==> src/logic/adcseq_pkg.sv <==
// Purpose: Shared constants and types of the converter sequencer.
// Assumes: AXI4-Lite register access with 32-bit data.
// Notes:   Control and configuration field layouts are carried by the packed structs below.
`default_nettype none
package adcseq_pkg;
    localparam int ADDR_W = 5;

    // Register byte offsets.
    localparam logic [ADDR_W-1:0] OFF_CTRL    = 5'h00;
    localparam logic [ADDR_W-1:0] OFF_CFG     = 5'h04;
    localparam logic [ADDR_W-1:0] OFF_COMMAND = 5'h08;
    localparam logic [ADDR_W-1:0] OFF_INTCTRL = 5'h0c;
    localparam logic [ADDR_W-1:0] OFF_FLAGS   = 5'h10;
    localparam logic [ADDR_W-1:0] OFF_RESULT  = 5'h14;
    localparam logic [ADDR_W-1:0] OFF_STATUS  = 5'h18;

    // Control register, low bits of OFF_CTRL.
    typedef struct packed {
        logic event_start_en;
        logic run_while_halted;
        logic res8;
        logic free_run;
        logic enable;
    } adcseq_ctrl_t;

    // Configuration register, low bits of OFF_CFG.
    typedef struct packed {
        logic [3:0] input_channel_select;
        logic [1:0] reference_select;
        logic [2:0] accumulation_count_select;
        logic [2:0] prescaler_select;
    } adcseq_cfg_t;

    localparam int CTRL_W = $bits(adcseq_ctrl_t);
    localparam int CFG_W  = $bits(adcseq_cfg_t);

    localparam adcseq_ctrl_t CTRL_RST = 5'h00;
    localparam adcseq_cfg_t  CFG_RST  = 12'h000;
    localparam logic [1:0]   REF_INTERNAL = 2'h0;

    // Converter clock cycles in one normal conversion.
    localparam logic [3:0] CONV_CYCLES = 4'hd;
    // Largest accumulation exponent (64 samples).
    localparam logic [2:0] ACC_LOG_MAX = 3'h6;
    // Bits dropped from a sample at the reduced resolution.
    localparam int         RES8_SHIFT  = 2;

    localparam logic [1:0] RESP_OKAY   = 2'b00;
    localparam logic [1:0] RESP_SLVERR = 2'b10;
endpackage : adcseq_pkg
`default_nettype wire

==> src/logic/adcseq_top.sv <==
// Purpose: Conversion sequencer for a successive-approximation converter.
// Assumes: Event input, debug halt and converter data share aclk.
// Notes:   Registers are reached over AXI4-Lite; one write, one read.
`timescale 1ns/10ps
`default_nettype none
// Notes on behaviour
// RQ1 - Converter clock comes from prescaled peripheral clock.
// RQ2 - Debug halt freezes converter unless run-while-halted.
// RQ3 - Software sets enable last when initialising.
// RQ4 - Reference defaults to internal reference after reset.
// RQ5 - Start bit reads one while converting.
// RQ6 - Single mode clears start bit at completion.
// RQ7 - Channel change waits for conversion end.
// RQ8 - Result is one sample or accumulated sum.
// RQ9 - Flag set on finish; interrupt needs both enables.
// RQ10 - Flag sets even with interrupt disabled.
// RQ11 - Enabled event input triggers a conversion.
// RQ12 - Event edge sets start bit until completion.
// RQ13 - Free run restarts immediately, flagging each result.
// RQ14 - Result codes span zero to full scale.
// RQ15 - Writing zero to start bit does nothing.
// RQ16 - Result is right adjusted.
// RQ17 - Conversion lasts thirteen converter clock cycles.
// RQ18 - Reading result or writing one clears flag.
// RQ19 - Prescaler held zero while converter disabled.
module adcseq_top #(
    parameter int RES_W = 10
) (
    // Clock, reset and freeze.
    input  wire logic                       aclk,
    input  wire logic                       aresetn,
    input  wire logic                       ce,
    // AXI4-Lite slave.
    input  wire logic [adcseq_pkg::ADDR_W-1:0] awaddr,
    input  wire logic                       awvalid,
    output logic                            awready,
    input  wire logic [31:0]                wdata,
    input  wire logic [3:0]                 wstrb,
    input  wire logic                       wvalid,
    output logic                            wready,
    output logic [1:0]                      bresp,
    output logic                            bvalid,
    input  wire logic                       bready,
    input  wire logic [adcseq_pkg::ADDR_W-1:0] araddr,
    input  wire logic                       arvalid,
    output logic                            arready,
    output logic [31:0]                     rdata,
    output logic [1:0]                      rresp,
    output logic                            rvalid,
    input  wire logic                       rready,
    // System side.
    input  wire logic                       event_in,
    input  wire logic                       debug_halt,
    input  wire logic                       global_int_enable,
    output logic                            irq,
    // Analog converter core.
    input  wire logic [RES_W-1:0]           sar_result,
    output logic                            sar_clk_tick,
    output logic                            sar_sample,
    output logic [3:0]                      sar_channel,
    output logic [1:0]                      sar_reference,
    output logic                            sar_enable
);
    import adcseq_pkg::*;

    localparam int ACC_W = RES_W + 6;

    if (RES_W <= RES8_SHIFT || ACC_W > 32) begin : g_bad_res
        $error("RES_W out of range");
    end

    // Last prescaler count: divide by two to the power of (select + 1).
    function automatic logic [7:0] prescaler_select_last(input logic [2:0] sel);
        prescaler_select_last = 8'((9'h002 << sel) - 9'h001);
    endfunction : prescaler_select_last

    // Byte-lane merge of a write into a stored value.
    function automatic logic [31:0] merge(input logic [31:0] old,
                                          input logic [31:0] nw,
                                          input logic [3:0]  strb);
        merge = old;
        for (int b = 0; b < 4; b++) begin
            if (strb[b]) begin
                merge[b*8 +: 8] = nw[b*8 +: 8];
            end
        end
    endfunction : merge

    adcseq_ctrl_t      ctrl, next_ctrl;
    adcseq_cfg_t       cfg, next_cfg;
    logic              start_bit, next_start_bit;
    logic              int_en, next_int_en;
    logic              flag, next_flag;
    logic [ACC_W-1:0]  result, next_result;
    logic [ACC_W-1:0]  acc, next_acc;
    logic              busy, next_busy;
    logic [7:0]        prescaler_select_cnt, next_prescaler_select_cnt;
    logic [3:0]        cyc, next_cyc;
    logic [5:0]        nsamp, next_nsamp;
    logic              ev_prev, next_ev_prev;
    logic              sample_q, next_sample_q;
    logic [3:0]        chan_act, next_chan_act;
    logic [1:0]        ref_act, next_ref_act;
    logic              aw_held, next_aw_held;
    logic              w_held, next_w_held;
    logic [ADDR_W-1:0] awaddr_q, next_awaddr_q;
    logic [31:0]       wdata_q, next_wdata_q;
    logic [3:0]        wstrb_q, next_wstrb_q;
    logic              bvalid_q, next_bvalid_q;
    logic [1:0]        bresp_q, next_bresp_q;
    logic              rvalid_q, next_rvalid_q;
    logic [1:0]        rresp_q, next_rresp_q;
    logic [31:0]       rdata_q, next_rdata_q;

    logic              run, tick, ev_edge, start_set, sample_done, done;
    logic              do_wr, rd_hs, aw_have, w_have;
    logic [ADDR_W-1:0] wr_addr;
    logic [31:0]       wr_data, rd_word;
    logic [3:0]        wr_strb;
    logic [RES_W-1:0]  sample;
    logic [2:0]        acc_log;

    assign awready = ce && !aw_held && !bvalid_q;
    assign wready  = ce && !w_held && !bvalid_q;
    assign arready = ce && !rvalid_q;
    assign bvalid  = bvalid_q;
    assign bresp   = bresp_q;
    assign rvalid  = rvalid_q;
    assign rresp   = rresp_q;
    assign rdata   = rdata_q;
    assign irq     = flag && int_en && global_int_enable; // RQ9
    assign sar_clk_tick  = tick;
    assign sar_sample    = sample_q;
    assign sar_channel   = chan_act;
    assign sar_reference = ref_act;
    assign sar_enable    = ctrl.enable;

    always_comb begin
        aw_have = aw_held || (awvalid && awready);
        w_have  = w_held || (wvalid && wready);
        wr_addr = aw_held ? awaddr_q : awaddr;
        wr_data = w_held ? wdata_q : wdata;
        wr_strb = w_held ? wstrb_q : wstrb;
        do_wr   = ce && aw_have && w_have && !bvalid_q;
        rd_hs   = arvalid && arready;
        case (araddr)
            OFF_CTRL:    rd_word = 32'(ctrl);
            OFF_CFG:     rd_word = 32'(cfg);
            OFF_COMMAND: rd_word = 32'(start_bit); // RQ5
            OFF_INTCTRL: rd_word = 32'(int_en);
            OFF_FLAGS:   rd_word = 32'(flag);
            OFF_RESULT:  rd_word = 32'(result); // RQ16
            OFF_STATUS:  rd_word = 32'({ref_act, chan_act, busy});
            default:     rd_word = 32'h0000_0000;
        endcase
        // Halt only the conversion logic; the bus stays usable for debug.
        run     = ce && (!debug_halt || ctrl.run_while_halted); // RQ2
        tick    = run && busy && ctrl.enable
                  && prescaler_select_cnt == prescaler_select_last(cfg.prescaler_select); // RQ1
        ev_edge = event_in && !ev_prev; // RQ12
        start_set = (do_wr && wr_addr == OFF_COMMAND && wr_strb[0]
                     && wr_data[0]) // RQ15
                    || (run && ctrl.event_start_en && ev_edge); // RQ11
        acc_log = (cfg.accumulation_count_select > ACC_LOG_MAX)
                  ? ACC_LOG_MAX : cfg.accumulation_count_select;
        sample  = ctrl.res8 ? (sar_result >> RES8_SHIFT) : sar_result; // RQ14
        sample_done = tick && cyc == CONV_CYCLES - 4'h1; // RQ17
        done    = sample_done && nsamp == 6'((7'h01 << acc_log) - 7'h01);

        next_aw_held  = aw_held;
        next_w_held   = w_held;
        next_awaddr_q = awaddr_q;
        next_wdata_q  = wdata_q;
        next_wstrb_q  = wstrb_q;
        next_bvalid_q = bvalid_q;
        next_bresp_q  = bresp_q;
        next_rvalid_q = rvalid_q;
        next_rresp_q  = rresp_q;
        next_rdata_q  = rdata_q;
        next_ctrl     = ctrl;
        next_cfg      = cfg;
        next_int_en   = int_en;
        next_start_bit = start_bit;
        next_flag     = flag;
        next_result   = result;
        next_acc      = acc;
        next_busy     = busy;
        next_prescaler_select_cnt = prescaler_select_cnt;
        next_cyc      = cyc;
        next_nsamp    = nsamp;
        next_ev_prev  = run ? event_in : ev_prev;
        next_sample_q = 1'b0;
        next_chan_act = chan_act;
        next_ref_act  = ref_act;

        if (awvalid && awready && !do_wr) begin
            next_aw_held  = 1'b1;
            next_awaddr_q = awaddr;
        end
        if (wvalid && wready && !do_wr) begin
            next_w_held  = 1'b1;
            next_wdata_q = wdata;
            next_wstrb_q = wstrb;
        end
        if (bvalid_q && bready && ce) begin
            next_bvalid_q = 1'b0;
        end
        if (rvalid_q && rready && ce) begin
            next_rvalid_q = 1'b0;
        end

        // Clears come first so that hardware events below win over them.
        if (do_wr) begin
            next_aw_held  = 1'b0;
            next_w_held   = 1'b0;
            next_bvalid_q = 1'b1;
            next_bresp_q  = RESP_OKAY;
            case (wr_addr)
                OFF_CTRL: next_ctrl = adcseq_ctrl_t'(
                    merge(32'(ctrl), wr_data, wr_strb));
                OFF_CFG: next_cfg = adcseq_cfg_t'(
                    merge(32'(cfg), wr_data, wr_strb));
                OFF_INTCTRL: next_int_en =
                    wr_strb[0] ? wr_data[0] : int_en;
                OFF_FLAGS: if (wr_strb[0] && wr_data[0]) begin
                    next_flag = 1'b0; // RQ18
                end
                OFF_COMMAND, OFF_RESULT, OFF_STATUS: ;
                default: next_bresp_q = RESP_SLVERR;
            endcase
        end
        if (rd_hs) begin
            next_rvalid_q = 1'b1;
            next_rdata_q  = rd_word;
            next_rresp_q  = (araddr > OFF_STATUS || araddr[1:0] != 2'b00)
                            ? RESP_SLVERR : RESP_OKAY;
            if (araddr == OFF_RESULT) begin
                next_flag = 1'b0; // RQ18
            end
        end

        if (start_set) begin
            next_start_bit = 1'b1; // RQ5
        end

        // Selections track software only between conversions.
        if (!busy) begin
            next_chan_act = cfg.input_channel_select; // RQ7
            next_ref_act  = cfg.reference_select;
        end

        if (!ctrl.enable) begin
            next_busy      = 1'b0;
            next_prescaler_select_cnt = 8'h00; // RQ19
        end else if (run) begin
            if (!busy) begin
                next_prescaler_select_cnt = 8'h00;
                if (start_bit) begin
                    next_busy     = 1'b1;
                    next_cyc      = 4'h0;
                    next_nsamp    = 6'h00;
                    next_acc      = '0;
                    next_sample_q = 1'b1;
                end
            end else begin
                next_prescaler_select_cnt = tick ? 8'h00 : prescaler_select_cnt + 8'h01; // RQ1
                if (tick) begin
                    next_cyc = cyc + 4'h1;
                end
                if (sample_done) begin
                    next_cyc   = 4'h0;
                    next_acc   = acc + ACC_W'(sample); // RQ8
                    next_nsamp = nsamp + 6'h01;
                    next_sample_q = 1'b1;
                end
                if (done) begin
                    next_result = acc + ACC_W'(sample); // RQ8
                    next_flag   = 1'b1; // RQ10
                    next_nsamp  = 6'h00;
                    next_acc    = '0;
                    next_chan_act = cfg.input_channel_select; // RQ7
                    next_ref_act  = cfg.reference_select;
                    if (!ctrl.free_run) begin
                        next_busy      = 1'b0;
                        next_sample_q  = 1'b0;
                        next_start_bit = start_set; // RQ6
                    end // RQ13
                end
            end
        end
    end

    always_ff @(posedge aclk) begin
        if (!aresetn) begin
            ctrl <= CTRL_RST;
            cfg  <= CFG_RST; // RQ4
            start_bit <= 1'b0;
            int_en    <= 1'b0;
            flag      <= 1'b0;
            result    <= '0;
            acc       <= '0;
            busy      <= 1'b0;
            prescaler_select_cnt <= 8'h00;
            cyc       <= 4'h0;
            nsamp     <= 6'h00;
            ev_prev   <= 1'b0;
            sample_q  <= 1'b0;
            chan_act  <= 4'h0;
            ref_act   <= REF_INTERNAL; // RQ4
            aw_held   <= 1'b0;
            w_held    <= 1'b0;
            awaddr_q  <= '0;
            wdata_q   <= 32'h0000_0000;
            wstrb_q   <= 4'h0;
            bvalid_q  <= 1'b0;
            bresp_q   <= RESP_OKAY;
            rvalid_q  <= 1'b0;
            rresp_q   <= RESP_OKAY;
            rdata_q   <= 32'h0000_0000;
        end else if (ce) begin
            ctrl <= next_ctrl;
            cfg  <= next_cfg;
            start_bit <= next_start_bit;
            int_en    <= next_int_en;
            flag      <= next_flag;
            result    <= next_result;
            acc       <= next_acc;
            busy      <= next_busy;
            prescaler_select_cnt <= next_prescaler_select_cnt;
            cyc       <= next_cyc;
            nsamp     <= next_nsamp;
            ev_prev   <= next_ev_prev;
            sample_q  <= next_sample_q;
            chan_act  <= next_chan_act;
            ref_act   <= next_ref_act;
            aw_held   <= next_aw_held;
            w_held    <= next_w_held;
            awaddr_q  <= next_awaddr_q;
            wdata_q   <= next_wdata_q;
            wstrb_q   <= next_wstrb_q;
            bvalid_q  <= next_bvalid_q;
            bresp_q   <= next_bresp_q;
            rvalid_q  <= next_rvalid_q;
            rresp_q   <= next_rresp_q;
            rdata_q   <= next_rdata_q;
        end
    end

    property p_busy_start;
        @(posedge aclk) disable iff (!aresetn) busy |-> start_bit;
    endproperty
    a_busy_start: assert property (p_busy_start) else $error("busy without start"); // RQ5
    property p_single_clear;
        @(posedge aclk) disable iff (!aresetn)
        (ce && done && !ctrl.free_run && !start_set) |=> !start_bit && !busy;
    endproperty
    a_single_clear: assert property (p_single_clear) else $error("start kept"); // RQ6
    property p_flag_set;
        @(posedge aclk) disable iff (!aresetn) (ce && done) |=> flag;
    endproperty
    a_flag_set: assert property (p_flag_set) else $error("flag not set"); // RQ10
    property p_irq;
        @(posedge aclk) disable iff (!aresetn)
        (ce && done && int_en && global_int_enable) ##1 global_int_enable |-> irq;
    endproperty
    a_irq: assert property (p_irq) else $error("irq missing"); // RQ9
    property p_prescaler_select_off;
        @(posedge aclk) disable iff (!aresetn)
        (ce && !ctrl.enable) |=> prescaler_select_cnt == 8'h00 && !busy;
    endproperty
    a_prescaler_select_off: assert property (p_prescaler_select_off) else $error("prescaler ran"); // RQ19
    property p_chan_lock;
        @(posedge aclk) disable iff (!aresetn)
        (busy && $past(busy) && !$past(done)) |-> $stable(sar_channel);
    endproperty
    a_chan_lock: assert property (p_chan_lock) else $error("channel moved"); // RQ7
    property p_len;
        @(posedge aclk) disable iff (!aresetn)
        sample_done |-> cyc == 4'hc && $past(cyc) == 4'hc || $past(tick);
    endproperty
    a_len: assert property (p_len) else $error("bad conversion length"); // RQ17
    property p_event;
        @(posedge aclk) disable iff (!aresetn)
        (run && ctrl.event_start_en && event_in && !ev_prev) |=> start_bit;
    endproperty
    a_event: assert property (p_event) else $error("event lost"); // RQ11
    property p_halt;
        @(posedge aclk) disable iff (!aresetn)
        (debug_halt && !ctrl.run_while_halted && ctrl.enable)
        |=> $stable(prescaler_select_cnt) && $stable(cyc);
    endproperty
    a_halt: assert property (p_halt) else $error("ran while halted"); // RQ2
    property p_free;
        @(posedge aclk) disable iff (!aresetn)
        (ce && done && ctrl.free_run && ctrl.enable) |=> busy && sample_q;
    endproperty
    a_free: assert property (p_free) else $error("free run stopped"); // RQ13
    property p_rd_clear;
        @(posedge aclk) disable iff (!aresetn)
        (rd_hs && araddr == OFF_RESULT && !done) |=> !flag;
    endproperty
    a_rd_clear: assert property (p_rd_clear) else $error("flag kept"); // RQ18
endmodule : adcseq_top
`default_nettype wire

==> config.mk <==
export PLATFORM = sky130hd
export DESIGN_NAME = adcseq_top
export DESIGN_NICKNAME = d
export VERILOG_FILES = /design/src/logic/adcseq_pkg.sv /design/src/logic/adcseq_top.sv
export SDC_FILE = /design/constraint.sdc
export NUM_CORES = 1
export LEC_CHECK = 0
export ABC_AREA = 1
export BUFFER_PORTS_ARGS = -buffer_cell sky130_fd_sc_hd__buf_4
export CORE_MARGIN = 5
export CORE_UTILIZATION = 30
export DETAILED_ROUTE_END_ITERATION = 10
export SYNTH_ARGS = -nofsm -noshare
export SYNTH_HDL_FRONTEND = slang
export SYNTH_SLANG_ARGS = --single-unit
export TNS_END_PERCENT = 30
==> constraint.sdc <==
create_clock -name aclk -period 2.75 [get_ports aclk]
set_input_delay 0.4125 -clock aclk [delete_from_list [all_inputs] [get_ports aclk]]
set_output_delay 0.4125 -clock aclk [all_outputs]
set_load 0.05 [all_outputs]
**Word level (Yosys, flattened, before mapping)**

Cells that the tools add are included.

- Reduce and logical (&&, ||, !) cells: 70
- Shift-type cells: 2
- $add $sub $neg: 6
- Eq/ne operators: 18
- Magnitude comparators: 2
- Muxes and demuxes: 69

Operators with widths:

| cell | number |
|---|---|
| $pmux W16 S7 | 1 |
| $mux W16 | 4 |
| $mux W4 | 9 |
| $mux W1 | 35 |
| $logic_and A1 B1 Y1 | 32 |
| $mux W8 | 4 |
| $eq A5 B5 Y1 const B | 6 |
| $mux W6 | 4 |
| $eq A5 B4 Y1 const B | 4 |
| $reduce_and A2 Y1 | 10 |
| $add A16 B10 Y16 | 1 |
| $mux W2 | 8 |
| $reduce_and A4 Y1 | 4 |
| $reduce_and A5 Y1 | 3 |
| $mux W12 | 1 |
| $reduce_bool A2 Y1 | 6 |
| $eq A5 B3 Y1 const B | 2 |
| $logic_not A5 Y1 | 2 |
| $mux W10 | 1 |
| $add A8 B1 Y8 const B | 1 |
| $eq A8 B8 Y1 | 1 |
| $shl A2 B3 Y8 const A | 1 |
| $sub A8 B1 Y8 const B | 1 |
| $logic_not A1 Y1 | 7 |
| 15 further kinds | 19 |

- Bits in registers: 138
- Output and inout bits: 51
- Input bits: 67

**Depth between registers and ports, before layout**

Gate-level depths: netlist of the first run.

- Depth after elaboration: 18
- Mapped depth: 17

**Worst setup path before layout of the first run**

No wires, ideal clock.

- Path type: register -> register
- Start point: register ctrl[2] (netlist bit)
- End point: register acc[11]
- Setup slack: 0.376 ns
- Required time: 2.612 ns
- Stages on the path, launching flop included: 18
- Clock period less this slack: 2.374 ns
- Library setup time: 0.138 ns
- Path buffers: 2
- Arrival time: 2.236 ns
- Cell sequence: dfxtp_1 > clkbuf_1 > inv_1 > clkbuf_1 > nand2_1 > nand2_1 > ha_1 > nand2_1 > nand3_1 > nand2_1 > nand2_1 > nand2_1 > nand2_1 > or2_2 > nand2_1 > inv_1 > nand3_2 > a21oi_2

- Longest elaborated chain between the ends: 5

RTL lines:

| what | RTL line | source |
|---|---|---|
| start, declared | adcseq_top.sv:89 | `adcseq_ctrl_t ctrl, next_ctrl;` |
| start signal, assigned | adcseq_top.sv:321 | `ctrl <= next_ctrl;` |
| $mux W10 | adcseq_top.sv:166 | `sample = ctrl.res8 ? (sar_result >> RES8_SHIFT) : sar_result;` |
| $add A16 B10 Y16 | adcseq_top.sv:272 | `next_acc = acc + ACC_W'(sample);` |
| $mux W16 | adcseq_top.sv:270 | `if (sample_done) begin` |
| $mux W16 | adcseq_top.sv:276 | `if (done) begin` |
| $mux W16 | adcseq_top.sv:256 | `if (!busy) begin` |
| end signal, assigned | adcseq_top.sv:327 | `acc <= next_acc;` |
| end, declared | adcseq_top.sv:95 | `logic [ACC_W-1:0] acc, next_acc;` |

No other way between the ends. The select of a mux whose other input is x is not followed.
A chain may end at the register's enable or synchronous reset.

**Final worst setup path of the first run**

- Start point: register cfg[2] (netlist bit)
- End point: output sar_clk_tick

- Longest elaborated chain between the ends: 4

RTL lines:

| what | RTL line | source |
|---|---|---|
| start, declared | adcseq_top.sv:90 | `adcseq_cfg_t cfg, next_cfg;` |
| start signal, assigned | adcseq_top.sv:322 | `cfg <= next_cfg;` |
| $shl A2 B3 Y8 | adcseq_top.sv:74 | `prescaler_select_last = 8'((9'h002 << sel) - 9'h001);` |
| $sub A8 B1 Y8 | adcseq_top.sv:74 |  |
| $eq A8 B8 Y1 | adcseq_top.sv:159 | `&& prescaler_select_cnt == prescaler_select_last(cfg.prescaler_select);` |
| $logic_and A1 B1 Y1 | adcseq_top.sv:159 |  |
| end, declared | adcseq_top.sv:58 | `output logic sar_clk_tick,` |

No other way between the ends.

==> key figures, run 1 <==
Clock tree
  – Hold buffer count at cts: 0
  – Deepest clock path buffer count: 2
  – Worst skew pair latency: 420 ps
  – CTS clk-pin slew, worst paths: 60 ps
  – H-tree levels: 4
  – Total CTS buffers: 17
  – TritonCTS clock tree: done
  – PostCTS Resize Cnt: 0
  – Root Driver: clkbuf_16
  – Post-CTS Setup Bufs: 0
  – Clock sinks: 120

Logic synthesis
  – Yosys warns: 0
  – Mux cell area share after synthesis: 0%
  – Avg Cell Area, Syn: 6.89 um^2
  – Post-synth EDFFs: 0
  – Largest family of logic cells by synthesized area: simple AND/OR/NAND/NOR gates
  – Cell taking the most area after synthesis: dfxtp_1
  – Post-synth top flop: dfxtp_1
  – Ys async rst share: 0%
  – Synth Register Bits: 120
  – Post-synth cell types: 47
  – Synth Area in Compound Gates: between 10% and 20%
  – Simple-gate share of the synthesized area: 30.5%
  – Synth Area in XOR/XNOR: 2.47%
  – Top cells by area, synth: dfxtp_1 (36%), nand2_1 (15%), a21oi_1 (6.9%)
  – Synth Area in Adders: 2.90%
  – Top-area cell type share of the netlist area: between 30 and 40%
  – Seq/Total Area, Yosys: 35.6%
  – Synth Instances: between 900 and 1,000
  – Synthesized area: 0.00674 mm^2

Global routing
  – Largest net degree at the start of global routing: 54
  – Vias in the first global route: 6,099
  – First-pass GRT wire length: 30,900 um
  – All-Layer GR Usage: 14.8%
  – GRT overflow: 0
  – Initial antenna violation count: 0

STA
  – Final setup viols: 0
  – RSZ-0062 raised after global routing: no
  – Achievable Freq: ~410 MHz
  – Min Tclk post-route: 2440 ps
  – Setup TNS: 0 ps
  – Slew HR: 51.4%
  – Tightest Pin Transition: 724 ps
  – Fin. max-slew vios: 0
  – Worst Clk Skew: 11.4 ps
  – Final Cycle Share: 88.7%
  – Hold Vio Cnt, Final: 0

Detailed routing
  – DR pass1 iterations: 5
  – Drt first-iter violations: between 300 and 400
  – Vias per cell: 4.83
  – DR WL/cell: between 10 and 15 um
  – Routed vias: around 6,500
  – Routed wire length: 19,100 um
  – DRC viols: 0
  – DRT antenna net count: 0

Power and ir drop
  – VDD IR-drop max: 0.300 mV
  – Cell area power density: 522 mW/mm^2
  – Switching portion of total power: 26.6%
  – Static leakage: between 3 and 4 nW
  – Share of total power in combinational logic: 9.0%
  – Pint: 3.09 mW
  – Final Power: 4.20 mW
  – Clock power share: 48.7%
  – Seq pwr share: ~42%
  – Switch Pwr: about 1.1 mW

Die
  – Chip Height: 160 um
  – Initial core utilization: between 30% and 40%
  – Core Area: between 0.02 and 0.025 mm^2
  – Ports: 118
  – Die area: 0.0256 mm^2
  – Die X: 160 um
  – Row count: 54

Cells and area
  – Layout cells sized above 1: a little under a fifth
  – N_diodes: 0
  – Layout area overhead: 19.6%
  – Commonest non-fill, non-tap cell in the layout: nand2_1
  – Commonest cells after routing, fill and taps aside: nand2_1 (268), dfxtp_1 (120), a21oi_1 (93), buf_4 (90), inv_1 (74)
  – Final nets: 1,131
  – Filler cells: 2,317

Critical path
  – CP max stage cell: dfxtp_1
  – Cells along the critical path: inv_2, nand2_1, nand2_1, nand3_1, nand3_1, nor2_1, nand2_1, inv_1, buf_4
  – WS Path Type: flip-flop to output pin
  – CP Launch Point: cfg[2]
  – CP endpoint kind: output pin
  – Critical-path maximum fanout: 9
  – Slowest Stage Delay on Critical Path: between 500 and 600 ps
  – Critical Path AT: 2030 ps
  – Worst setup SP type: flip-flop
  – RR Startpoint: ctrl[2]
  – Worst endpoint required time: around 2300 ps
  – Cell mode on critical path: nand2_1

Run
  – Max-Cap Viols: 0

Placement
  – Global placement routability congestion: slightly below 0.9
  – Post-DP HPWL: 14,100 um
  – Input/output buffers: 77

Outcome
  – Status: complete, no violations

Min path
  – Hold Path Class: primary input to flip-flop
  – Min-delay src: awaddr[0]
## synth_stat cells, types with 2 or more instances
master	instances
a21oi_1	93
nand2_1	268
buf_8	2
inv_1	75
o2111ai_1	4
o21ai_0	63
o211ai_1	2
nor2_4	3
nor2_2	11
a21o_1	2
nand4_1	8
buf_4	22
a31oi_1	7
dfxtp_1	120
xor2_1	17
clkbuf_1	20
inv_2	9
nand3b_1	5
nand2_2	4
o21ai_1	22
nor3_1	10
a22oi_1	5
ha_1	14
nor2_1	72
nand3_2	23
xnor2_1	2
o21bai_1	2
buf_2	8
clkinv_1	2
buf_1	3
nand3_1	45
a21oi_2	20
## per-stage QoR
step / std cells / utilization, % / hold slack, ps / worst slack [ps] / cell area [um^2]
3_3_place_gp: 1310 / 34.2 / 440 / 432 / 7520
3_5_place_dp: 1310 / 34.2 / 449 / 410 / 7520
4_1_cts: 1341 / 36.7 / 215 / 318 / 8060
2_1_floorplan: 995 / - / 429 / 376 / 6810
6_report: 1341 / 36.7 / 227 / 310 / 8060
5_1_grt: 1341 / 36.7 / 242 / 136 / 8060
## path summary, 6_finish.rpt
path / to / slack, ps / cells after the start
setup / recovery: sar_clk_tick / 310 / 9
hold / removal: awaddr_q[0] / 230 / 3
setup reg to reg: acc[11] / 380 / 15
hold reg to reg: wdata_q[0] / 460 / 2
## per-layer routing
| metal | vias to the layer above | global-route usage, % | wire (um) |
|---|---|---|---|
| met5 | - | 0 | 0 |
| met1 | 2977 | 18.9 | 8570 |
| met2 | 147 | 24.8 | 9160 |
| met3 | 22 | 3.56 | 1070 |
| met4 | 0 | 4.81 | 302 |
| li1 | 3330 | - | - |
## area by class of cell
class / count / area (um^2) / area share [%]
Multi-Input combinational cell: 732 / 3740 / 46.4
Sequential cell: 120 / 2400 / 29.8
Clock buffer: 20 / 467 / 5.79
Inverter: 87 / 332 / 4.11
Clock inverter: 11 / 75.1 / 0.931
Timing Repair Buffer: 91 / 696 / 8.63
Tap cell: 280 / 350 / 4.35
## worst max-delay path: cells and delay by family (launching register included)
| family | cells | cell delay (ps) |
|---|---|---|
| simple gates | 6 | 550 |
| flops | 1 | 520 |
| buf+inv | 3 | 510 |
## power groups by stage
stage	sequential, mW	clock (mW)	combinational, mW
detailed placement	1.82	0	0.377
CTS	1.78	2.08	0.379
finish	1.78	2.05	0.377
global placement	1.82	0	0.376
global route	1.78	2.16	0.414
floorplan	1.83	0	0.259
## cells by family (layout without fill, tap and decap cells)
family,count (synthesis),after routing
flip-flops,120,120
AND/OR/NAND/NOR,457,457
adder cells (fa/ha/maj),15,15
buffers and inverters,143,209
AO/OA/AOI/OAI,223,223
other,1,18
XOR/XNOR,19,19
## sequential cells by signal (all words and copies together) (netlist names), 2 cells and up
signal and count:
acc 16, rdata 16, result 16, cfg 12, wdata_q 12, prescaler_select_cnt 8, nsamp 6, awaddr_q 5
ctrl 4, cyc 4, sar_channel 4, sar_reference 2, wstrb_q 2
Note: power is estimated with default switching activity, not from simulation.
==> run 2: changes to the inputs <==
--- a/config.mk
+++ b/config.mk
@@ -5,7 +5,6 @@
 export SDC_FILE = /design/constraint.sdc
 export NUM_CORES = 1
 export LEC_CHECK = 0
-export ABC_AREA = 1
 export BUFFER_PORTS_ARGS = -buffer_cell sky130_fd_sc_hd__buf_4
 export CORE_MARGIN = 5
 export CORE_UTILIZATION = 30
==> run 2 against run 1 <==
Critical path depth rose by 2. Combinational power fell by 3%. First-iteration DRC count fell by 3.2%. Sequential share of layout area rose by 1.0 points. Worst hold slack improved by 20 ps. Fmax fell by 5.4%. Non-clock buffer count rose by 18.
==> key figures, run 2 <==
Power and ir drop
  – VDD IR-drop max: 0.414 mV (was 0.300 mV)
  – Final Power: 4.24 mW (was 4.20 mW)
  – Static leakage: 3.18 nW (was 3.35 nW)
  – Cell area power density: 544 mW/mm^2 (was 522 mW/mm^2)

Global routing
  – All-Layer GR Usage: 14.5% (was 14.8%)
  – GRT overflow: 0 (unchanged)
  – Vias in the first global route: 5,455 (was 6,099)
  – First-pass GRT wire length: 28,200 um (was 30,900 um)
  – Initial antenna violation count: 0 (unchanged)
  – Largest net degree at the start of global routing: 40 (was 54)

Run
  – Max-Cap Viols: 0 (unchanged)

Die
  – Initial core utilization: 30.3% (was 30.7%)
  – Core Area: 0.0209 mm^2 (was 0.0220 mm^2)
  – Die X: 155 um (was 160 um)
  – Die area: 0.0241 mm^2 (was 0.0256 mm^2)
  – Chip Height: 155 um (was 160 um)
  – Ports: 118 (unchanged)
  – Row count: 53 (was 54)

Outcome
  – Status: complete, no violations (unchanged)

Critical path
  – Worst path depth: 11 (was 9)
  – WS Path Type: flip-flop to flip-flop (was flip-flop to output pin)
  – CP endpoint: acc[14] (was sar_clk_tick)
  – FF-to-FF path depth: 11 (was 15)
  – RR Startpoint: ctrl[2] (unchanged)
  – CP max stage cell: fa_2 (was dfxtp_1)
  – Slowest Stage Delay on Critical Path: 390 ps (was 520 ps)
  – Worst endpoint required time: 3040 ps (was 2340 ps)
  – Largest delay share family, worst path: compound AO/OA/AOI/OAI gates (was simple AND/OR/NAND/NOR gates)
  – Cells along the critical path: mux2_2, ha_1, fa_2, a21oi_2, o211ai_1, o21ai_1, buf_4, nand3b_1, nor3_1, o21ai_0, o21ai_0 (was inv_2, nand2_1, nand2_1, nand3_1, nand3_1, nor2_1, nand2_1, inv_1, buf_4)
  – Cell mode on critical path: o21ai_0 (was nand2_1)
  – FF-to-FF End: acc[14] (was acc[11])
  – Critical-path maximum fanout: 7 (was 9)
  – Slack of the worst reg-to-reg path: 170 ps (was 380 ps)
  – CP endpoint kind: flip-flop (was output pin)
  – CP Launch Point: ctrl[2] (was cfg[2])
  – Critical Path AT: 2870 ps (was 2030 ps)
  – CP bufs+invs: 1 (was 3)
  – Worst setup SP type: flip-flop (unchanged)

Placement
  – Post-DP HPWL: 12,900 um (was 14,100 um)
  – Area after DPL: 0.00723 mm^2 (was 0.00752 mm^2)
  – Input/output buffers: 77 (unchanged)
  – Worst slack at placement: -75.4 ps (was 410 ps)
  – Global placement routability congestion: 0.852 (was 0.872)

Cells and area
  – Sequential Area: 0.00241 mm^2 (was 0.00240 mm^2)
  – Commonest non-fill, non-tap cell in the layout: dfxtp_1 (was nand2_1)
  – N_diodes: 0 (unchanged)
  – Layout cells sized above 1: 21.2% (was 18.6%)
  – Final core utilization: 37.4% (was 36.7%)
  – Design area: 0.00780 mm^2 (was 0.00806 mm^2)
  – Filler cells: 2,162 (was 2,317)
  – Layout area overhead: 23.4% (was 19.6%)
  – Commonest cells after routing, fill and taps aside: dfxtp_1 (118), buf_4 (107), nor2_1 (96), nand2_1 (95), a21oi_1 (58) (was nand2_1 (268), dfxtp_1 (120), a21oi_1 (93), buf_4 (90), inv_1 (74))
  – Final nets: 917 (was 1,131)
  – Footprint of the multi-input gates: 0.00361 mm^2 (was 0.00374 mm^2)

Logic synthesis
  – Synth Instances: 752 (was 978)
  – Most frequent cell after synthesis: dfxtp_1 (was nand2_1)
  – Post-synth EDFFs: 0 (unchanged)
  – Top cells by area, synth: dfxtp_1 (38%), mux2i_1 (7.0%), nor2_1 (5.7%) (was dfxtp_1 (36%), nand2_1 (15%), a21oi_1 (6.9%))
  – Seq/Total Area, Yosys: 38.0% (was 35.6%)
  – Synthesized area: 0.00633 mm^2 (was 0.00674 mm^2)
  – Cell taking the most area after synthesis: dfxtp_1 (unchanged)
  – Yosys warns: 0 (unchanged)
  – Avg Cell Area, Syn: 8.41 um^2 (was 6.89 um^2)
  – Synth Register Bits: 120 (unchanged)
  – Post-synth top flop: dfxtp_1 (unchanged)
  – Ys async rst share: 0% (unchanged)
  – Most common library cells after synthesis: dfxtp_1 (120), nor2_1 (96), nand2_1 (95), a21oi_1 (59), mux2i_1 (44) (was nand2_1 (268), dfxtp_1 (120), a21oi_1 (93), inv_1 (75), nor2_1 (72))
  – Post-synth cell types: 76 (was 47)
  – Top-area cell type share of the netlist area: 38.0% (was 35.6%)

Clock tree
  – H-tree levels: 4 (unchanged)
  – Clock sinks: 120 (unchanged)
  – Root Driver: clkbuf_16 (unchanged)
  – Hold buffer count at cts: 0 (unchanged)
  – TritonCTS clock tree: done (unchanged)
  – Worst skew pair latency: 410 ps (was 420 ps)
  – Total CTS buffers: 17 (unchanged)
  – Deepest clock path buffer count: 2 (unchanged)
  – CTS clk-pin slew, worst paths: 50 ps (was 60 ps)

Detailed routing
  – DRT antenna net count: 0 (unchanged)
  – Vias per cell: 5.00 (was 4.83)
  – Drt first-iter violations: 366 (was 378)
  – Routed wire length: 17,400 um (was 19,100 um)
  – DR pass1 iterations: 5 (unchanged)
  – DR WL/cell: 15.5 um (was 14.2 um)
  – DRC viols: 0 (unchanged)
  – Routed vias: 5,601 (was 6,476)

STA
  – Min Tclk post-route: 2580 ps (was 2440 ps)
  – Achievable Freq: 388 MHz (was 410 MHz)
  – Fin. max-slew vios: 0 (unchanged)
  – Tightest Pin Transition: 657 ps (was 724 ps)
  – Worst Clk Skew: 11.5 ps (was 11.4 ps)
  – Final Cycle Share: 93.8% (was 88.7%)
  – Slew HR: 55.8% (was 51.4%)
  – RSZ-0062 raised after global routing: no (unchanged)
  – Final setup viols: 0 (unchanged)
  – Worst setup margin: 171 ps (was 310 ps)
  – Hold Vio Cnt, Final: 0 (unchanged)

Min path
  – Hold Path Class: primary input to flip-flop (unchanged)
-- run 2: changes by cell type in the layout (fill, tap and decap cells not counted), sizes merged, moves of 11 or more --
cell,delta
a211oi,+11
a21oi,-52
a22oi,+11
buf,+18
inv,-70
mux2,+16
mux2i,+44
nand2,-178
nand3,-45
o21ai,-52
xnor2,+12
-- run 2: final cells by class --
| class | count | area share [%] |
|---|---|---|
| inverter | 14 | 0.673 |
| sequential | 120 | 30.8 |
| tap | 275 | 4.41 |
| timing repair buffer | 109 | 10.8 |
| clock inverter | 8 | 1.28 |
| multi-input combinational | 573 | 46.2 |
| clock buffer | 21 | 5.77 |
-- run 2: where the power goes --
part           total, mW  internal (mW)  switching [mW]
combinational      0.366          0.130           0.237
clock               2.11           1.34           0.768
sequential          1.77           1.76          0.0135
total               4.24           3.22            1.02
-- run 2: worst min path at each step --
stage	startpoint	cells after the start	slack, ps	end
after detailed placement	rdata[14]	2	450	rdata[14]
after floorplan	result[2]	2	430	result[2]
after global placement	result[10]	2	440	result[10]
final	awaddr[0]	3	250	awaddr_q[0]
after CTS	awaddr[0]	3	230	awaddr_q[0]
after global routing	wdata[7]	3	250	wdata_q[7]
-- run 2: kinds of logic (layout without fill, tap and decap cells) --
group / count (synthesis) / in the layout / synth area share (%)
compound gates: 171 / 171 / 17.8
xor+xnor: 21 / 21 / 2.91
fa+ha+maj: 15 / 15 / 3.08
buf+inv: 76 / 152 / 6.33
flops: 120 / 120 / 38.0
mux: 61 / 61 / 10.2
other cells: 1 / 18 / 0.0593
simple gates: 287 / 287 / 21.7
-- run 2: what timing repair did --
action | 4_1_cts | 5_1_grt
gates resized for setup | 2 | 7
pin swaps | 0 | 1
buffers inserted | 0 | 1
endpoints found under the hold margin | 0 | 0
endpoints found under the setup margin | 4 | 15
-- run 2: through the flow --
| step | TNS (ps) | hold slack (ps) | std cells |
|---|---|---|---|
| floorplan | 0 | 431 | 769 |
| global placement | -81.3 | 442 | 1090 |
| detailed placement | -179 | 447 | 1090 |
| CTS | 0 | 231 | 1119 |
| global route | 0 | 248 | 1120 |
| finish | 0 | 247 | 1120 |
-- run 2: worst reg2reg max path, cell delays in order, from the launching register on --
cell and delay (ps):
dfxtp_4 380, mux2_2 340, ha_1 230, fa_2 390
a21oi_2 210, o211ai_1 130, o21ai_1 160, buf_4 160
nand3b_1 160, nor3_1 60, o21ai_0 150, o21ai_0 90
-- run 2: per-layer routing --
metal	part of all wire (%)	up-vias	track usage (%)
li1	-	2801	-
met5	0	-	0
met1	47	2649	19.3
met4	1.2	0	3.96
met3	4.9	15	3.92
met2	47	136	23.4
==> run 3: changes to the inputs <==
--- a/config.mk
+++ b/config.mk
@@ -6,6 +6,7 @@
 export NUM_CORES = 1
 export LEC_CHECK = 0
 export BUFFER_PORTS_ARGS = -buffer_cell sky130_fd_sc_hd__buf_4
+export CAP_MARGIN = 20
 export CORE_MARGIN = 5
 export CORE_UTILIZATION = 30
 export DETAILED_ROUTE_END_ITERATION = 10
==> constraint.sdc (replaced) <==
create_clock -name aclk -period 3.2 [get_ports aclk]
set_input_delay 0.48 -clock aclk [delete_from_list [all_inputs] [get_ports aclk]]
set_output_delay 0.48 -clock aclk [all_outputs]
set_load 0.05 [all_outputs]
==> run 3 against run 2 <==
Wire length is 2.4% lower. First-iteration DRC count is 11% higher. Global-route usage is 0.53 points lower. Worst hold slack better by 57 ps. Sequential power is 14% lower. Register-to-register slack better by 96 ps. Via count is 2.0% lower. Setup slack better by 96 ps. Sequential share of layout area is 0.38 points higher. Design area is 1.4% lower. Final cell count is 1.4% lower.
==> key figures, run 3 (synthesized netlist as in run 2, its figures left out) <==
Power and ir drop
  – VDD IR-drop max: 0.366 mV (was 0.414 mV)
  – Pint: 2.85 mW (was 3.22 mW)
  – Seq pwr share: 40.4% (was 41.7%)
  – Share of total power in combinational logic: 8.1% (was 8.6%)
  – Static leakage: 3.10 nW (was 3.18 nW)
  – Cell area power density: 489 mW/mm^2 (was 544 mW/mm^2)
  – Switching portion of total power: 24.2% (was 24.0%)
  – Clock power share: 51.4% (was 49.7%)
  – Switch Pwr: 0.910 mW (was 1.02 mW)

Critical path
  – Slowest Stage Delay on Critical Path: 500 ps (was 390 ps)
  – Worst path depth: 11 (unchanged)
  – WS Path Type: flip-flop to flip-flop (unchanged)
  – Critical-path maximum fanout: 8 (was 7)
  – Slack of the worst reg-to-reg path: 270 ps (was 170 ps)
  – Cells along the critical path: mux2_2, ha_1, fa_1, a21oi_1, o211ai_1, o21ai_0, buf_4, nand3b_1, nor3_1, o21ai_0, o21ai_0 (was mux2_2, ha_1, fa_2, a21oi_2, o211ai_1, o21ai_1, buf_4, nand3b_1, nor3_1, o21ai_0, o21ai_0)
  – Cell mode on critical path: o21ai_0 (unchanged)
  – CP max stage cell: dfxtp_1 (was fa_2)
  – Largest delay share family, worst path: compound AO/OA/AOI/OAI gates (unchanged)
  – CP bufs+invs: 1 (unchanged)
  – CP endpoint: acc[12] (was acc[14])
  – CP endpoint kind: flip-flop (unchanged)
  – Worst endpoint required time: 3480 ps (was 3040 ps)
  – RR Startpoint: ctrl[2] (unchanged)
  – FF-to-FF path depth: 11 (unchanged)
  – Worst setup SP type: flip-flop (unchanged)
  – CP Launch Point: ctrl[2] (unchanged)
  – Critical Path AT: 3210 ps (was 2870 ps)
  – FF-to-FF End: acc[12] (was acc[14])

Cells and area
  – Layout cells sized above 1: 19.4% (was 21.2%)
  – N_diodes: 0 (unchanged)
  – Commonest cells after routing, fill and taps aside: dfxtp_1 (120), nor2_1 (96), nand2_1 (95), buf_4 (91), a21oi_1 (59) (was dfxtp_1 (118), buf_4 (107), nor2_1 (96), nand2_1 (95), a21oi_1 (58))
  – Final nets: 900 (was 917)
  – Layout area overhead: 21.6% (was 23.4%)
  – Final std cells w/o fill: 1,104 (was 1,120)
  – Commonest non-fill, non-tap cell in the layout: dfxtp_1 (unchanged)
  – Filler cells: 2,154 (was 2,162)
  – Design area: 0.00769 mm^2 (was 0.00780 mm^2)

Die
  – Chip Height: 155 um (unchanged)
  – Core Area: 0.0209 mm^2 (unchanged)
  – Initial core utilization: 30.3% (unchanged)
  – Ports: 118 (unchanged)
  – Row count: 53 (unchanged)
  – Die area: 0.0241 mm^2 (unchanged)
  – Die X: 155 um (unchanged)

Placement
  – Placed cell count: 1,074 (was 1,090)
  – Post-DP HPWL: 12,400 um (was 12,900 um)
  – Input/output buffers: 77 (unchanged)
  – Area after DPL: 0.00710 mm^2 (was 0.00723 mm^2)
  – Global placement routability congestion: 0.831 (was 0.852)

Clock tree
  – TritonCTS clock tree: done (unchanged)
  – PostCTS Resize Cnt: 0 (was 2)
  – CTS clk-pin slew, worst paths: 60 ps (was 50 ps)
  – H-tree levels: 4 (unchanged)
  – Deepest clock path buffer count: 2 (unchanged)
  – Worst skew pair latency: 420 ps (was 410 ps)
  – Total CTS buffers: 17 (unchanged)
  – Hold buffer count at cts: 0 (unchanged)
  – Root Driver: clkbuf_16 (unchanged)
  – Post-CTS Setup Bufs: 0 (unchanged)
  – Clock sinks: 120 (unchanged)

Detailed routing
  – DRC viols: 0 (unchanged)
  – DR WL/cell: 15.3 um (was 15.5 um)
  – Drt first-iter violations: 406 (was 366)
  – DR pass1 iterations: 6 (was 5)
  – Routed vias: 5,491 (was 5,601)
  – DRT antenna net count: 0 (unchanged)
  – Vias per cell: 4.97 (was 5.00)
  – Routed wire length: 16,900 um (was 17,400 um)

Global routing
  – Largest net degree at the start of global routing: 47 (was 40)
  – Vias in the first global route: 5,153 (was 5,455)
  – Initial antenna violation count: 0 (unchanged)
  – All-Layer GR Usage: 14.0% (was 14.5%)
  – First-pass GRT wire length: 27,100 um (was 28,200 um)
  – GRT overflow: 0 (unchanged)

STA
  – Fin. max-slew vios: 0 (unchanged)
  – Final setup viols: 0 (unchanged)
  – Achievable Freq: 341 MHz (was 388 MHz)
  – Worst Clk Skew: 12.1 ps (was 11.5 ps)
  – RSZ-0062 raised after global routing: no (unchanged)
  – Slew HR: 52.3% (was 55.8%)
  – Tightest Pin Transition: 709 ps (was 657 ps)
  – Final Cycle Share: 91.6% (was 93.8%)
  – Min Tclk post-route: 2930 ps (was 2580 ps)
  – Setup TNS: 0 ps (unchanged)
  – Hold Vio Cnt, Final: 0 (unchanged)

Min path
  – Hold Path Class: primary input to flip-flop (unchanged)

Run
  – Max-Cap Viols: 0 (unchanged)

Outcome
  – Status: complete, no violations (unchanged)
[run 3: worst min-delay path by stage]
stage / start / to / slack (ps) / depth (start not counted)
4_1_cts: wstrb[1] / wstrb_q[1] / 290 / 3
2_1_floorplan: result[2] / result[2] / 430 / 2
3_3_place_gp: result[13] / result[13] / 440 / 2
3_5_place_dp: rdata[12] / rdata[12] / 440 / 2
6_report: wdata[7] / wdata_q[7] / 300 / 3
5_1_grt: wdata[11] / wdata_q[11] / 300 / 3
[run 3: per-layer routing]
layer	track usage (%)	vias to the layer above	routed length [um]
li1	-	2770	-
met1	18.9	2590	8220
met2	22.4	118	7790
met3	3.06	13	731
met4	4.59	0	204
met5	0	-	0
[run 3: worst register-to-register path, stage by stage, from the launching register on]
cell	delay (ps)
dfxtp_1	500
mux2_2	380
ha_1	220
fa_1	410
a21oi_1	250
o211ai_1	140
o21ai_0	230
buf_4	190
nand3b_1	160
nor3_1	60
o21ai_0	150
o21ai_0	100
[run 3: layout make-up]
type	instances	area [um^2]	area share [%]
inverters	14	52.6	0.683
clock buffers	19	443	5.76
multi-input cells	573	3600	46.8
flip-flops and latches	120	2400	31.2
well taps	275	344	4.47
clock inverters	11	150	1.95
repair buffers	92	703	9.14
[run 3: per-stage QoR]
| step | utilization (%) | power (mW) | setup WS, ps | hold WS, ps |
|---|---|---|---|---|
| after detailed placement | 34.0 | 1.86 | 309 | 445 |
| final | 36.8 | 3.76 | 267 | 304 |
| after global routing | 36.8 | 3.90 | 52.1 | 304 |
| after global placement | 34.0 | 1.86 | 303 | 442 |
| after CTS | 36.8 | 3.80 | 281 | 293 |
| after floorplan | - | 1.77 | 396 | 431 |
[run 3: power by group through the flow]
stage          sequential (mW)  combinational [mW]  clock (mW)
2_1_floorplan             1.56               0.211           0
3_3_place_gp              1.55               0.305           0
3_5_place_dp              1.55               0.306           0
4_1_cts                   1.52               0.307        1.97
5_1_grt                   1.52               0.329        2.05
6_report                  1.52               0.307        1.94
